File: src/relay_cmd_regs.svh
`ifndef RELAY_CMD_REGS_SVH
`define RELAY_CMD_REGS_SVH
// APB register offsets and reset module address.
`define RM_OFF_CTRL    8'h00
`define RM_OFF_CMD     8'h04
`define RM_OFF_MBARG   8'h08
`define RM_OFF_RESP    8'h0C
`define RM_OFF_STAT    8'h10
`define RM_RST_ADDR    8'h01
// Reply lead characters.
`define RM_CH_ACK      8'h21
`define RM_CH_NAK      8'h3F
`define RM_CH_OK       8'h3E
`define RM_CH_NONE     8'h00
// Reply payload codes.
`define RM_ST_CLEAR    8'h00
`define RM_ST_TMO      8'h04
`define RM_PR_ASCII    8'h10
`define RM_PR_MB       8'h11
`define RM_MB_FC       8'h01
`define RM_MB_FC_EXC   8'h81
`define RM_MB_EX_ADDR  8'h02
`define RM_MB_EX_QTY   8'h03
// Coil regions, start address bits 15..3.
`define RM_MB_REG_OUT  13'h0000
`define RM_MB_REG_SAFE 13'h0010
`define RM_MB_REG_PON  13'h0014
// Timing.
`define RM_TICK_MS     100
`define RM_NS_PER_MS   1000000
`define RM_CLK_NS      10
`define RM_BOOT_LD     2'h2
`endif

File: src/relay_cmd_pkg.sv
package relay_cmd_pkg;
  typedef enum logic [3:0] {
    op_stat_rd  = 4'h0,
    op_stat_rst = 4'h1,
    op_wdt_rd   = 4'h2,
    op_wdt_set  = 4'h3,
    op_val_rd   = 4'h4,
    op_val_set  = 4'h5,
    op_prot_rd  = 4'h6,
    op_prot_set = 4'h7,
    op_host_ok  = 4'h8,
    op_out_set  = 4'h9,
    op_mb_rd    = 4'hA
  } op_e;
  // Command word as written by software.
  typedef struct packed {
    logic [6:0] rsvd_hi;
    logic       bcast;
    logic [7:0] tgt;
    logic [7:0] val;
    logic [2:0] rsvd_lo;
    logic       arg;
    op_e        op;
  } cmd_s;
  typedef struct packed {
    logic [15:0] start;
    logic [15:0] qty;
  } mbarg_s;
  typedef struct packed {
    logic [7:0]  lead;
    logic [7:0]  addr;
    logic [15:0] data;
  } resp_s;
  // Image of the nonvolatile store.
  typedef struct packed {
    logic       proto_mb;
    logic       wdt_flag;
    logic       wdt_en;
    logic [7:0] wdt_cnt;
    logic [6:0] safe_val;
    logic [6:0] pon_val;
  } nv_s;
endpackage

File: src/relay_cmd.sv
// The implementer's own choices: the APB slave port and the placing of the registers.
`timescale 1ns/1ps
`include "relay_cmd_regs.svh"

// Contract
// - Protocol read reports 10 for stored ASCII and 11 for stored Modbus.
// - Protocol set 0 means ASCII, 1 Modbus; stored, active after next power-on.
// - Start in Modbus by default; grounded strap at power-on forces ASCII.
// - Broadcast host-alive restarts the watchdog and gets no reply.
// - Status read returns 00 with flag clear and 04 with flag set.
// - Timeout flag is nonvolatile and only the reset-status command clears it.
// - Watchdog read returns enable digit and two-digit count of tenths.
// - Watchdog set stores enable and count 01 to FF, then acknowledges.
// - On expiry set the timeout flag and flash the LED while it stays set.
// - After timeout the watchdog read shows disabled but keeps the count.
// - Reset-status clears the flag, acknowledges and stops the LED flashing.
// - Stored-value read, selector P or S, replies value then 00.
// - Stored-value set copies present outputs into power-on or safe value.
// - Modbus read 0x01 serves live, safe and power-on coil regions.
// - Quantity 1 to 7; reply byte count 1, one bit per channel (the reply here holds no byte count, only function code and data byte).
// - A failed Modbus read returns 0x81 and one exception code.
// - Valid status read gets !, address, status; malformed gets ? and address.
// - With the flag set outputs hold the safe value; output sets are ignored.
module relay_cmd #(
  parameter int unsigned TICK_CYCLES = `RM_TICK_MS * `RM_NS_PER_MS / `RM_CLK_NS
) (
  input  wire logic                 clk_i,
  input  wire logic                 rst_i,
  input  wire logic                 ce_i,
  input  wire logic                 psel_i,
  input  wire logic                 penable_i,
  input  wire logic                 pwrite_i,
  input  wire logic [7:0]           paddr_i,
  input  wire logic [31:0]          pwdata_i,
  output logic      [31:0]          prdata_o,
  output logic                      pready_o,
  output logic                      pslverr_o,
  input  wire logic                 cfg_strap_n_i,
  input  wire relay_cmd_pkg::nv_s   nv_i,
  output relay_cmd_pkg::nv_s        nv_o,
  output logic                      nv_we_o,
  output logic      [6:0]           out_o,
  output logic                      led_o,
  output logic                      proto_mb_o
);
  localparam int unsigned TW = $clog2(TICK_CYCLES + 1);

  //----------------------------------------------------------------
  // State
  //----------------------------------------------------------------
  logic [7:0]             addr_r;
  relay_cmd_pkg::mbarg_s  mbarg_r;
  relay_cmd_pkg::resp_s   resp_r;
  relay_cmd_pkg::resp_s   resp_nxt;
  logic                   rvld_r;
  relay_cmd_pkg::nv_s     nv_r;
  logic [6:0]             out_r;
  logic [TW-1:0]          tick_r;
  logic [7:0]             tenth_r;
  logic                   led_r;
  logic                   proto_r;
  logic [1:0]             boot_r;
  logic                   strap_s1_r;
  logic                   strap_s2_r;
  logic                   nv_we_r;
  logic [31:0]            rdata_r;

  //----------------------------------------------------------------
  // APB decode
  //----------------------------------------------------------------
  // Zero wait states; ce_i low stretches writes, but a read with ce_i low in its setup cycle returns stale data.
  wire hit_ctrl = paddr_i == `RM_OFF_CTRL;
  wire hit_cmd  = paddr_i == `RM_OFF_CMD;
  wire hit_mb   = paddr_i == `RM_OFF_MBARG;
  wire hit_resp = paddr_i == `RM_OFF_RESP;
  wire hit_stat = paddr_i == `RM_OFF_STAT;
  wire hit_any  = hit_ctrl | hit_cmd | hit_mb | hit_resp | hit_stat;
  wire acc      = psel_i & penable_i & ce_i;
  wire wr_en    = acc & pwrite_i & hit_any;
  wire rd_setup = psel_i & ~penable_i & ~pwrite_i & ce_i;
  assign pready_o  = ce_i;
  assign pslverr_o = acc & ~hit_any;

  //----------------------------------------------------------------
  // Command decode
  //----------------------------------------------------------------
  relay_cmd_pkg::cmd_s cmd;
  assign cmd = relay_cmd_pkg::cmd_s'(pwdata_i);
  wire boot_ld = boot_r == `RM_BOOT_LD;
  wire cmd_go  = wr_en & hit_cmd;
  wire mine    = cmd_go & ~cmd.bcast & (cmd.tgt == addr_r);
  wire host_ok = cmd_go & cmd.bcast & (cmd.op == relay_cmd_pkg::op_host_ok);
  wire known   = cmd.op <= relay_cmd_pkg::op_mb_rd;
  // The device refuses a protocol change unless the strap is grounded.
  wire bad     = ~known | (cmd.op == relay_cmd_pkg::op_host_ok)
               | ((cmd.op == relay_cmd_pkg::op_wdt_set) & (cmd.val == 8'h00))
               | ((cmd.op == relay_cmd_pkg::op_prot_set) & strap_s2_r);
  wire ok      = mine & ~bad;
  wire is_stat = ok & (cmd.op == relay_cmd_pkg::op_stat_rd);
  wire stat_clr = ok & (cmd.op == relay_cmd_pkg::op_stat_rst);
  wire wset    = ok & (cmd.op == relay_cmd_pkg::op_wdt_set);
  wire vset    = ok & (cmd.op == relay_cmd_pkg::op_val_set);
  wire pset    = ok & (cmd.op == relay_cmd_pkg::op_prot_set);
  wire oset    = ok & (cmd.op == relay_cmd_pkg::op_out_set);
  wire is_mb   = ok & (cmd.op == relay_cmd_pkg::op_mb_rd);

  //----------------------------------------------------------------
  // Modbus coil read
  //----------------------------------------------------------------
  // Start address bits 15..3 pick the region, bits 2..0 the first coil.
  wire [12:0] mb_reg  = mbarg_r.start[15:3];
  wire [2:0]  mb_off  = mbarg_r.start[2:0];
  wire [2:0]  mb_qty  = mbarg_r.qty[2:0];
  wire        reg_out = mb_reg == `RM_MB_REG_OUT;
  wire        reg_sf  = mb_reg == `RM_MB_REG_SAFE;
  wire        reg_pon = mb_reg == `RM_MB_REG_PON;
  wire        addr_ok = (reg_out | reg_sf | reg_pon) & (mb_off != 3'h7);
  wire        qty_ok  = (mbarg_r.qty[15:3] == 13'h0000) & (mb_qty != 3'h0)
                      & ({1'b0, mb_off} + {1'b0, mb_qty} <= 4'h7);
  wire        mb_ok   = addr_ok & qty_ok;
  wire [6:0]  mb_src  = reg_out ? out_r : (reg_sf ? nv_r.safe_val : nv_r.pon_val);
  wire [7:0]  mb_mask = 8'((8'h01 << mb_qty) - 8'h01);
  wire [7:0]  mb_byte = ({1'b0, mb_src} >> mb_off) & mb_mask;
  wire [7:0]  mb_exc  = addr_ok ? `RM_MB_EX_QTY : `RM_MB_EX_ADDR;

  //----------------------------------------------------------------
  // Watchdog timing
  //----------------------------------------------------------------
  // Tick divider and tenth counter both restart on host-alive, so expiry lands exactly wdt_cnt ticks later.
  wire tick    = tick_r == TW'(TICK_CYCLES - 1);
  wire timeout = tick & nv_r.wdt_en & ~nv_r.wdt_flag
               & (8'(tenth_r + 8'h01) == nv_r.wdt_cnt);

  //----------------------------------------------------------------
  // Reply assembly
  //----------------------------------------------------------------
  always_comb begin
    resp_nxt      = '0;
    resp_nxt.lead = `RM_CH_ACK;
    resp_nxt.addr = addr_r;
    unique case (cmd.op)
      relay_cmd_pkg::op_stat_rd:  resp_nxt.data = {8'h00, nv_r.wdt_flag ? `RM_ST_TMO : `RM_ST_CLEAR};
      relay_cmd_pkg::op_wdt_rd:   resp_nxt.data = {7'h00, nv_r.wdt_en, nv_r.wdt_cnt};
      relay_cmd_pkg::op_val_rd:   resp_nxt.data = {1'b0, cmd.arg ? nv_r.safe_val : nv_r.pon_val, 8'h00};
      relay_cmd_pkg::op_prot_rd:  resp_nxt.data = {8'h00, nv_r.proto_mb ? `RM_PR_MB : `RM_PR_ASCII};
      relay_cmd_pkg::op_out_set:  resp_nxt.lead = nv_r.wdt_flag ? `RM_CH_ACK : `RM_CH_OK;
      relay_cmd_pkg::op_mb_rd: begin
        resp_nxt.lead = `RM_CH_NONE;
        resp_nxt.data = mb_ok ? {`RM_MB_FC, mb_byte} : {`RM_MB_FC_EXC, mb_exc};
      end
      default:                    resp_nxt.data = 16'h0000;
    endcase
    if (bad) begin
      resp_nxt.lead = `RM_CH_NAK;
      resp_nxt.data = 16'h0000;
    end
  end

  //----------------------------------------------------------------
  // Bus-side registers
  //----------------------------------------------------------------
  // Read selection is declared ahead of the capture flop that samples it in the setup cycle.
  wire [31:0] stat_w = {11'h000, led_r, rvld_r, nv_r.proto_mb, proto_r, nv_r.wdt_cnt,
                        nv_r.wdt_en, nv_r.wdt_flag, out_r};
  wire [31:0] rd_mux = hit_ctrl ? {24'h00_0000, addr_r} :
                       hit_mb   ? 32'(mbarg_r) :
                       hit_resp ? 32'(resp_r) :
                       hit_stat ? stat_w : 32'h0000_0000;

  // A command to another address or a broadcast leaves no reply behind.
  always_ff @(posedge clk_i) begin
    if (rst_i) begin
      addr_r  <= `RM_RST_ADDR;
      mbarg_r <= '0;
      resp_r  <= '0;
      rvld_r  <= 1'b0;
      rdata_r <= 32'h0000_0000;
    end else if (ce_i) begin
      if (wr_en & hit_ctrl) addr_r <= pwdata_i[7:0];
      if (wr_en & hit_mb) mbarg_r <= relay_cmd_pkg::mbarg_s'(pwdata_i);
      if (cmd_go) rvld_r <= mine;
      if (mine) resp_r <= resp_nxt;
      if (rd_setup) rdata_r <= rd_mux;
    end
  end

  assign prdata_o = rdata_r;

  //----------------------------------------------------------------
  // Power-on load and strap sampling
  //----------------------------------------------------------------
  // The strap goes through two flops; the load waits until they are full.
  always_ff @(posedge clk_i) begin
    if (ce_i) begin
      strap_s1_r <= cfg_strap_n_i;
      strap_s2_r <= strap_s1_r;
    end
  end

  always_ff @(posedge clk_i) begin
    if (rst_i) boot_r <= 2'h0;
    else if (ce_i && boot_r != 2'h3) boot_r <= 2'(boot_r + 2'h1);
  end

  //----------------------------------------------------------------
  // Nonvolatile image and outputs
  //----------------------------------------------------------------
  // Flag set by expiry wins over a clear in the same cycle.
  always_ff @(posedge clk_i) begin
    if (rst_i) begin
      nv_r    <= '0;
      out_r   <= 7'h00;
      proto_r <= 1'b1;
      nv_we_r <= 1'b0;
    end else if (ce_i) begin
      nv_we_r <= timeout | stat_clr | wset | vset | pset;
      if (boot_ld) begin
        nv_r    <= nv_i;
        out_r   <= nv_i.wdt_flag ? nv_i.safe_val : nv_i.pon_val;
        proto_r <= strap_s2_r & nv_i.proto_mb;
      end else begin
        if (pset) nv_r.proto_mb <= cmd.arg;
        if (wset) begin
          nv_r.wdt_en  <= cmd.arg;
          nv_r.wdt_cnt <= cmd.val;
        end
        if (vset & cmd.arg) nv_r.safe_val <= out_r;
        if (vset & ~cmd.arg) nv_r.pon_val <= out_r;
        if (oset & ~nv_r.wdt_flag) out_r <= cmd.val[6:0];
        if (timeout) begin
          nv_r.wdt_flag <= 1'b1;
          nv_r.wdt_en   <= 1'b0;
          out_r         <= nv_r.safe_val;
        end else if (stat_clr) begin
          nv_r.wdt_flag <= 1'b0;
        end
      end
    end
  end

  // Tick divider, tenth counter and LED flasher.
  always_ff @(posedge clk_i) begin
    if (rst_i) begin
      tick_r  <= '0;
      tenth_r <= 8'h00;
      led_r   <= 1'b0;
    end else if (ce_i) begin
      tick_r  <= (tick | host_ok | wset) ? '0 : TW'(tick_r + 1'b1);
      if (host_ok | wset | ~nv_r.wdt_en) tenth_r <= 8'h00;
      else if (tick) tenth_r <= 8'(tenth_r + 8'h01);
      if (~nv_r.wdt_flag | stat_clr) led_r <= 1'b0;
      else if (tick) led_r <= ~led_r;
    end
  end

  assign nv_o       = nv_r;
  assign nv_we_o    = nv_we_r;
  assign out_o      = out_r;
  assign led_o      = led_r;
  assign proto_mb_o = proto_r;
endmodule

File: config.mk
export PLATFORM = sky130hd
export DESIGN_NAME = relay_cmd
export DESIGN_NICKNAME = d
export VERILOG_FILES = /design/src/relay_cmd_pkg.sv /design/src/relay_cmd.sv
export VERILOG_INCLUDE_DIRS = /design/src
export SDC_FILE = /design/constraint.sdc
export NUM_CORES = 1
export LEC_CHECK = 0
export ABC_CLOCK_PERIOD_IN_PS = 5500
export BUFFER_PORTS_ARGS = -buffer_cell sky130_fd_sc_hd__buf_4
export CAP_MARGIN = 20
export CORE_UTILIZATION = 51
export CTS_CLUSTER_DIAMETER = 40
export DETAILED_ROUTE_END_ITERATION = 10
export PLACE_DENSITY = 0.73
export SLEW_MARGIN = 20
export SYNTH_ARGS = -nofsm -noshare
export SYNTH_HDL_FRONTEND = slang
export SYNTH_SLANG_ARGS = --single-unit
File: constraint.sdc
create_clock -name clk_i -period 5.5 [get_ports clk_i]
set_input_delay 1.65 -clock clk_i [delete_from_list [all_inputs] [get_ports clk_i]]
set_output_delay 1.65 -clock clk_i [all_outputs]
set_load 0.05 [all_outputs]
==> results of run 1 <==
## where the power goes
part	internal, µW	switching [µW]	leakage (µW)
registers	1260	41.5	0.00139
clock network	785	549	0.000315
logic	125	221	0.00217
## worst min-delay path by stage
stage	depth (start not counted)	end	slack [ns]
final	0	strap_s2_r	0.44
after global routing	0	strap_s2_r	0.45
after CTS	0	strap_s2_r	0.44
after detailed placement	0	strap_s2_r	0.42
after global placement	0	strap_s2_r	0.41
after floorplan	0	strap_s2_r	0.40
## per-stage QoR
stage / power, µW / hold WS [ns] / setup WS (ns)
2_1_floorplan: 1533 / 0.4003 / 0.2617
3_3_place_gp: 1671 / 0.4066 / 0.8614
3_5_place_dp: 1674 / 0.4216 / 0.7262
4_1_cts: 2981 / 0.4367 / 1.132
5_1_grt: 3066 / 0.4487 / 0.9193
6_report: 2986 / 0.4384 / 1.102
## metal layers
| metal | vias to the layer above | track usage (%) |
|---|---|---|
| li1 | 4105 | - |
| met1 | 4119 | 44.74 |
| met2 | 430 | 49.88 |
| met3 | 75 | 7.382 |
| met4 | 0 | 13.19 |
| met5 | - | 0 |
## placed cells by master (no fill, tap or decap), types with 14 or more instances in the layout
| cell type | Yosys | layout |
|---|---|---|
| a211oi_1 | 29 | 29 |
| a21oi_1 | 100 | 100 |
| a221oi_1 | 25 | 25 |
| a22oi_1 | 22 | 22 |
| buf_4 | 2 | 152 |
| clkbuf_16 | 0 | 17 |
| dfxtp_1 | 169 | 169 |
| inv_1 | 27 | 27 |
| mux2i_1 | 45 | 45 |
| nand2_1 | 118 | 117 |
| nand3_1 | 21 | 21 |
| nand4_1 | 18 | 18 |
| nor2_1 | 144 | 144 |
| nor2b_1 | 15 | 14 |
| nor3_1 | 35 | 34 |
| nor4_1 | 15 | 15 |
| o21ai_0 | 27 | 27 |
| xnor2_1 | 21 | 21 |
| xor2_1 | 19 | 19 |
## cells by family after synthesis
kind of cell | synth area share, %
simple gates | 23.60
buf+inv | 4.766
mux | 6.274
flops | 39.15
fa+ha+maj | 0.8536
compound gates | 21.10
xor+xnor | 4.254
## area by class of cell
cell class | instances | share of cell area, %
well taps | 220 | 2.609
clock inverters | 14 | 1.945
multi-input cells | 808 | 46.85
repair buffers | 152 | 10.82
clock buffers | 18 | 4.163
diodes | 1 | 0.02372
inverters | 27 | 0.9606
flip-flops and latches | 171 | 32.64
## worst max-delay path, cell delays in order
cell,delay [ns]
buf_4,0.21
and4_1,0.51
nand4_2,0.25
or4_1,0.99
nand2b_1,0.35
or4_1,0.45
o41ai_1,0.29
==> metrics.txt, run 1 <==
Routed Wire Length=between 20 and 30 mm; CP max FO=24; post-synth top area share=around two fifths; met1 wire length=12.32 mm; Setup Buffers After CTS=0; DRT iter0 DRCs=between 900 and 1000; vias per inst=6.186; WL per Instance=approximately 20 µm; Multi-input gate area=approximately 5000 µm²; cell accounting for the most synthesized area=dfxtp_1; CTS clk-pin slew, worst paths=0.06 ns; DP Cell Count=approximately 1400; crit path to=resp_r[4]; cts hold-fix bufs=0; Worst Setup Start Kind=input pin; Final HPWL DP=20.23 mm; Fillers=approximately 1500; Placed Area=9901 µm²; synthesized net count=around 1200; Final Skew=0.01162 ns; worst-case vdd ir drop=between 0.2 and 0.25 mV; final setup violation count=0; Reg area=between 3000 and 4000 µm²; layout cells sized above 1=between 10% and 20%; r2r setup slk=around 2.4 ns; largest net degree at the start of global routing=86; die width=between 100 and 150 µm; top routing layer used=met4; Slew headroom=27.54%; synthesized flop and latch total=171; post_cts resized=0; Largest register FFs=32; ys flop type=dfxtp_1; gpl congestion=0.9631; CTS Buf Count=17; Synth top cells by count=dfxtp_1 (169), nor2_1 (144), nand2_1 (118), a21oi_1 (100), clkbuf_1 (66); final instance area=~11000 µm²; average cell area after synthesis=a little over 8 µm²; worst skew pair latency=0.44 ns; Starting Density=52.66%; RSZ-0062 raised after global routing=false; H-tree depth=4; drc violations=0; Die Height=roughly 130 µm; initial antenna violation count=1; cell with the most instances after synthesis=dfxtp_1; leakage=roughly 0.0039 µW; port bufs=140; area delta synth->final=19.96%; Seq/Total Area, Yosys=39.15%; Tcrit/Tclk final=around four fifths; DR vias=8729; WP data arrival=~4.7 ns; Total Routing Usage GR=about a third; ranking of synthesized cells by area=dfxtp_1 (38%), nor2_1 (6.1%), a21oi_1 (5.7%), mux2i_1 (5.1%), nand2_1 (5.0%); HP Start=strap_s1_r; share of flip-flops with an asynchronous set or reset=0%; synthesized area=8795 µm²; yosys warns=0; core outline area=about 17000 µm²; Final Hold Vio Count=0; reg2reg path depth=7; critical path data required time=just under 6 ns; GRT Residual Overflow=0; Setup crit start=ce_i; final setup TNS=0 ns; Root Buffer=clkbuf_16; Least-Margin Pin Slew=between 1 and 1.5 ns; DR WL met3=~2.4 mm; worst reg2reg startpoint=mb_reg[12]; met2 routed WL=around 13 mm; # Max-Cap Violations=0; Slew Viols, Final=0; status=complete, no violations; maximum clock path buffer count=2; vias in the first global route=approximately 8000; Power Density=283.1 nW/µm²; Mapped Cells=between 1000 and 1500; number of synthesized flops with an enable pin=2; Reg-to-Reg End=resp_r[0]; Final Net Count=1255; Worst Setup Path Type=in -> reg; crit end category=register; CTS tree=built; Die ar.=between 15000 and 20000 µm²; # IOs=around 140; Hold Crit Class=reg -> reg; post-synthesis cell type count=68; DRT Pass-1 Iters=5; fin crit period=between 4 and 5 ns; Antenna Nets Post-Route=0; Layout Utilization=between 60% and 70%; row cnt=47; Max Clock Freq=227.4 MHz; first-pass GRT wire length=45.00 mm; Clock Sinks=approximately 170; fin cells=approximately 1400
Power figures use the tool's default switching activity.
==> run 2: changes to the inputs <==
ABC_CLOCK_PERIOD_IN_PS = 4400   (was 5500)
clock period = 4.4 ns   (was 5.5 ns; I/O delays follow)
==> run 2 against run 1 <==
  * Setup slack worse by 0.38 ns
  * Cell area up 0.36%
  * Total power up 21%
  * Sequential power up 24%
  * Worst hold slack better by 0.015 ns
  * Clock skew down 0.0010 ns
  * Critical path depth down 1
  * Via count up 0.85%
  * Sequential share of layout area down 0.12 points
  * Core utilization up 0.22 points
  * Combinational power up 26%
  * Critical path type is now in -> out
  * Highest routed layer is now met5
==> metrics.txt, run 2 (synthesized netlist as in run 1, its figures left out) <==
maximum clock path buffer count=2; CTS tree=built; gpl congestion=about 0.98; Die Height=roughly 130 µm; DRT Pass-1 Iters=5; Hold Crit Class=reg -> reg; H-tree depth=4; Final Hold Vio Count=0; Slew headroom=39.94%; WP data arrival=between 2 and 2.5 ns; GRT Residual Overflow=0; port bufs=140; Final Net Count=1266; die width=133.3 µm; CP max FO=4; RSZ-0062 raised after global routing=false; initial antenna violation count=1; WL per Instance=around 20 µm; first-pass GRT wire length=43.92 mm; CTS clk-pin slew, worst paths=0.07 ns; layout cells sized above 1=about a fifth; Multi-input gate area=just under 5000 µm²; # Max-Cap Violations=0; critical path data required time=about 3.1 ns; Tcrit/Tclk final=a little over four fifths; crit end category=output pin; Final Skew=around 0.011 ns; Fillers=between 1500 and 2000; Reg area=about 3400 µm²; Least-Margin Pin Slew=~0.9 ns; leakage=~0.0039 µW; final setup TNS=0 ns; Die ar.=between 15000 and 20000 µm²; Largest register FFs=32; Worst Setup Path Type=in -> out; CTS Buf Count=17; commonest cells after routing, fill and taps aside=dfxtp_1 (169), buf_4 (163), nor2_1 (144); largest net degree at the start of global routing=78; fin crit period=3.680 ns; Max Clock Freq=~270 MHz; Power Density=around 340 nW/µm²; Final HPWL DP=about 20 mm; Clock Sinks=about 170; Setup Buffers After CTS=0; Total Routing Usage GR=roughly a third; cts hold-fix bufs=0; row cnt=47; final instance area=~11000 µm²; Root Buffer=clkbuf_16; Starting Density=about 53%; Worst Setup Start Kind=input pin; most common cell after layout, fill and taps aside=dfxtp_1; vias per inst=approximately 6.2; DR vias=8803; Antenna Cells=0; vias in the first global route=around 7700; worst skew pair latency=roughly 0.43 ns; status=complete, no violations; core outline area=approximately 17000 µm²; Slew Viols, Final=0; post_cts resized=0; worst-case vdd ir drop=around 0.24 mV; final setup violation count=0; drc violations=0; area delta synth->final=20.39%; # IOs=about 140; Placed Area=between 9000 and 10000 µm²; DRT iter0 DRCs=between 900 and 1000; Antenna Nets Post-Route=0; Routed Wire Length=28.27 mm
==> run 2: cell types whose count changed in the layout (fill, tap and decap cells not counted), moves of 3 or more <==
cell | previous run | this run
bufinv_16 | 4 | 1
buf_4 | 152 | 163
inv_8 | 1 | 6
clkinv_4 | 1 | 4
inv_6 | 6 | 2
==> run 2: worst paths after layout <==
kind / endpoint / cells past startpoint / start / slack [ns]
max reg2reg: out_o[5] / 7 / tick_r[7] / 1.10
min reg2reg: resp_r[15] / 2 / resp_r[15] / 0.45
max: pslverr_o / 6 / paddr_i[1] / 0.72
min: resp_r[15] / 2 / resp_r[15] / 0.45
==> run 2: final cells by class <==
type | instances | share of cell area (%)
Tap cell | 220 | 2.600
Clock inverter | 15 | 1.643
Sequential cell | 171 | 32.52
Multi-Input combinational cell | 808 | 46.70
Clock buffer | 17 | 4.018
Timing Repair Buffer | 163 | 11.56
Inverter | 27 | 0.9572
==> run 2: per-stage QoR <==
stage,hold WS (ns),setup slack (ns),std cells,power (µW),utilization [%]
after global routing,0.4667,0.5455,1421,3707,63.40
final,0.4537,0.7200,1421,3603,63.40
after global placement,0.4380,0.4449,1389,2093,59.81
after detailed placement,0.4450,0.3998,1389,2096,59.81
after floorplan,0.4003,0.2155,1083,1917,-
after CTS,0.4566,0.6881,1421,3606,63.40
==> run 2: metal layers <==
layer | up-vias | part of all wire (%) | GRT usage [%]
met5 | - | 0.046 | 0
met4 | 2 | 2.9 | 11.74
met3 | 64 | 10 | 6.355
met2 | 478 | 44 | 48.12
met1 | 4141 | 43 | 44.78
li1 | 4118 | - | -
==> run 2: where the power goes <==
group	total (µW)	switching (µW)	internal, µW	leakage (µW)
combinational	436	277	159	0.00222
sequential	1630	53.3	1580	0.00139
clock	1530	719	814	0.000293
total	3600	1050	2550	0.00390
==> run 2: worst max-delay path, stage by stage <==
cell and delay [ns]:
buf_4 0.11, nor2_1 0.20, nor4b_1 0.26, and3_1 0.24
nor3_2 0.05, buf_4 0.18
==> run 3: changes to the inputs <==
ABC_AREA = 1   (was not set)
ABC_CLOCK_PERIOD_IN_PS = 3600   (was 4400)
clock period = 3.6 ns   (was 4.4 ns; I/O delays follow)
==> run 3 against run 2 <==
  * Register-to-register slack lost 0.14 ns
  * Setup slack worse by 0.31 ns
  * Sequential power rose by 21%
  * Non-clock buffer count fell by 4
  * Cell area grew 1.5%
  * Clock-buffer cell count grew 1
  * First-iteration DRC count shrank 11%
  * Die area increased by 1.7%
  * Total power is 18% higher
  * Routed wire length up 2.7%
  * Highest routed layer is now met4
==> metrics.txt, run 3 <==
status=complete, no violations; vias per inst=between 5 and 6; Sw Share=29.11%; DRT Pass-1 Iters=6; combinational share of power=between 10% and 20%; Clock Sinks=171; Mapped Cells=1324; DR vias=approximately 9500; synthesized area=around 9000 µm²; Die Height=134.5 µm; Final Skew=~0.0096 ns; final setup TNS=0 ns; CTS tree=built; sequential power share=between 40 and 50%; internal power=about 3000 µW; Root Buffer=clkbuf_16; CP max FO=19; GRT Residual Overflow=0; worst skew pair latency=0.44 ns; commonest cells after routing, fill and taps aside=nand2_1 (259), dfxtp_1 (169), nor2_1 (162); total design power=roughly 4200 µW; worst-case vdd ir drop=around 0.35 mV; Final Net Count=roughly 1500; post-synthesis cell type count=between 50 and 60; Setup Buffers After CTS=0; number of synthesized flops with an enable pin=2; Synth Area in Simple Gates=29.61%; post-synth top area share=a little under two fifths; Buffers & Inverters on Critical Path=2; leakage=between 0.004 and 0.005 µW; fin crit period=about 3.2 ns; crit end category=output pin; cell chain of the critical path=buf_4 > nor2_2 > nand2_2 > nor2_4 > nand2_4 > o21ai_4 > nor2_1 > buf_4; cts hold-fix bufs=0; ranking of synthesized cells by area=dfxtp_1 (38%), nand2_1 (11%), a21oi_1 (7.3%), nor2_1 (6.8%), inv_1 (6.0%); largest net degree at the start of global routing=72; CTS clk-pin slew, worst paths=~0.07 ns; ys flop type=dfxtp_1; Seq/Total Area, Yosys=around 38%; Slew Viols, Final=0; row cnt=48; Setup crit start=paddr_i[1]; Critical-path top delay cell=buf_4; RSZ-0062 raised after global routing=false; Switch Pwr=1234 µW; H-tree depth=4; gpl congestion=0.9855; synthesized net count=approximately 1400; drc violations=0; yosys warns=0; critical path data required time=approximately 2.5 ns; Largest stage delay, worst path=around 0.19 ns; Routed Wire Length=between 20 and 30 mm; average cell area after synthesis=6.761 µm²; Synth Area in Adders=0.8387%; Worst Setup Path Type=in -> out; WL per Instance=between 15 and 20 µm; Max Clock Freq=313.5 MHz; Power Density=~390 nW/µm²; Worst Setup Start Kind=input pin; Largest register FFs=32; Tcrit/Tclk final=between 80% and 90%; area delta synth->final=20.10%; cell with the most instances after synthesis=nand2_1; most common cell after layout, fill and taps aside=nand2_1; final setup violation count=0; worst reg2reg startpoint=tenth_r[0]; Compound-Gate Fraction of Synth Area=between 10% and 20%; Clock Power Share=between 40% and 50%; Die ar.=around 18000 µm²; Synth top cells by count=nand2_1 (259), dfxtp_1 (169), nor2_1 (162), inv_1 (143), a21oi_1 (130); CTS Buf Count=17; share of flip-flops with an asynchronous set or reset=0%; DRT iter0 DRCs=roughly 840; largest family of logic cells by synthesized area=simple AND/OR/NAND/NOR gates; # IOs=between 100 and 150; HP Start=strap_s1_r; Least-Margin Pin Slew=0.7923 ns; core outline area=about 17000 µm²; cell accounting for the most synthesized area=dfxtp_1; post_cts resized=0; synthesized flop and latch total=171; r2r setup slk=around 0.96 ns; Slew headroom=between 40% and 50%; Final Hold Vio Count=0; # Max-Cap Violations=0; Antenna Nets Post-Route=0; WP data arrival=about 2.1 ns; most frequent CP cell=buf_4; maximum clock path buffer count=2; first-pass GRT wire length=45.42 mm; die width=~130 µm; CP top delay family=simple AND/OR/NAND/NOR gates; initial antenna violation count=1; post-synthesis mux area share=0%; port bufs=140; Final HPWL DP=21.76 mm; layout cells sized above 1=~17%; Hold Crit Class=reg -> reg; Total Routing Usage GR=32.56%; Post-Synth XOR/XNOR Area=under 10%; Starting Density=approximately half; vias in the first global route=8633
[run 3: changes by cell type after synthesis, moves of 13 or more]
cell	before	now
nor2b_1	15	0
inv_2	0	19
nand2_1	118	259
o22a_1	13	0
mux2i_1	45	0
nand3_1	21	77
a221oi_1	25	2
o21ai_0	27	103
nor2_1	144	162
a22oi_1	22	0
inv_1	27	143
a21oi_1	100	130
clkbuf_1	66	41
xnor2_1	21	3
[run 3: cells by family after synthesis]
logic type	Yosys count
fa+ha+maj	6
simple gates	598
buf+inv	220
xor+xnor	23
compound gates	306
flops	171
[run 3: per-stage QoR]
stage | worst slack, ns | hold slack, ns | area [µm²] | util, % | std cells
floorplan | 0.4109 | 0.4003 | 8951 | - | 1324
global placement | 0.4065 | 0.4048 | 10200 | 59.15 | 1655
detailed placement | 0.3657 | 0.4054 | 10200 | 59.15 | 1655
CTS | 0.4093 | 0.4217 | 10750 | 62.35 | 1687
global route | 0.3161 | 0.4443 | 10750 | 62.35 | 1687
finish | 0.4104 | 0.4243 | 10750 | 62.37 | 1688
[run 3: worst paths after layout]
check,to,cells after the start
worst max register to register,out_o[2],12
worst max-delay path,pslverr_o,8
worst min register to register,strap_s2_r,0
worst min-delay path,strap_s2_r,0
[run 3: power groups by stage]
stage               Sequential (µW)  Clock (µW)  Combinational [µW]
detailed placement             2010           0                 502
floorplan                      2080           0                 226
global placement               2010           0                 501
CTS                            1960        1760                 505
finish                         1970        1760                 512
global route                   1970        1850                 547
[run 3: worst reg2reg max path: cells and delay by family (launching register included)]
| kind | cells | cell delay [ns] |
|---|---|---|
| DFF | 1 | 0.41 |
| adders and majority gates | 1 | 0.23 |
| xor gates and xnor gates | 1 | 0.15 |
| buffers and inverters | 1 | 0.10 |
| and+or+nand+nor | 9 | 1.64 |
[run 3: area by class of cell]
class	count	area, µm²
Fill cell	1611	6486
Multi-Input combinational cell	933	4651
Sequential cell	171	3443
Timing Repair Buffer	159	1194
Inverter	167	626.9
Clock buffer	18	439.2
Tap cell	225	281.5
Clock inverter	14	112.6
Antenna cell	1	2.502
[run 3: per-layer routing]
| metal | GRT usage [%] | vias to the layer above | wire length [µm] |
|---|---|---|---|
| li1 | - | 4642 | - |
| met1 | 44.07 | 4355 | 12660 |
| met2 | 50.95 | 434 | 13080 |
| met3 | 5.781 | 64 | 2371 |
| met4 | 14.04 | 0 | 908 |
| met5 | 0 | - | 0 |
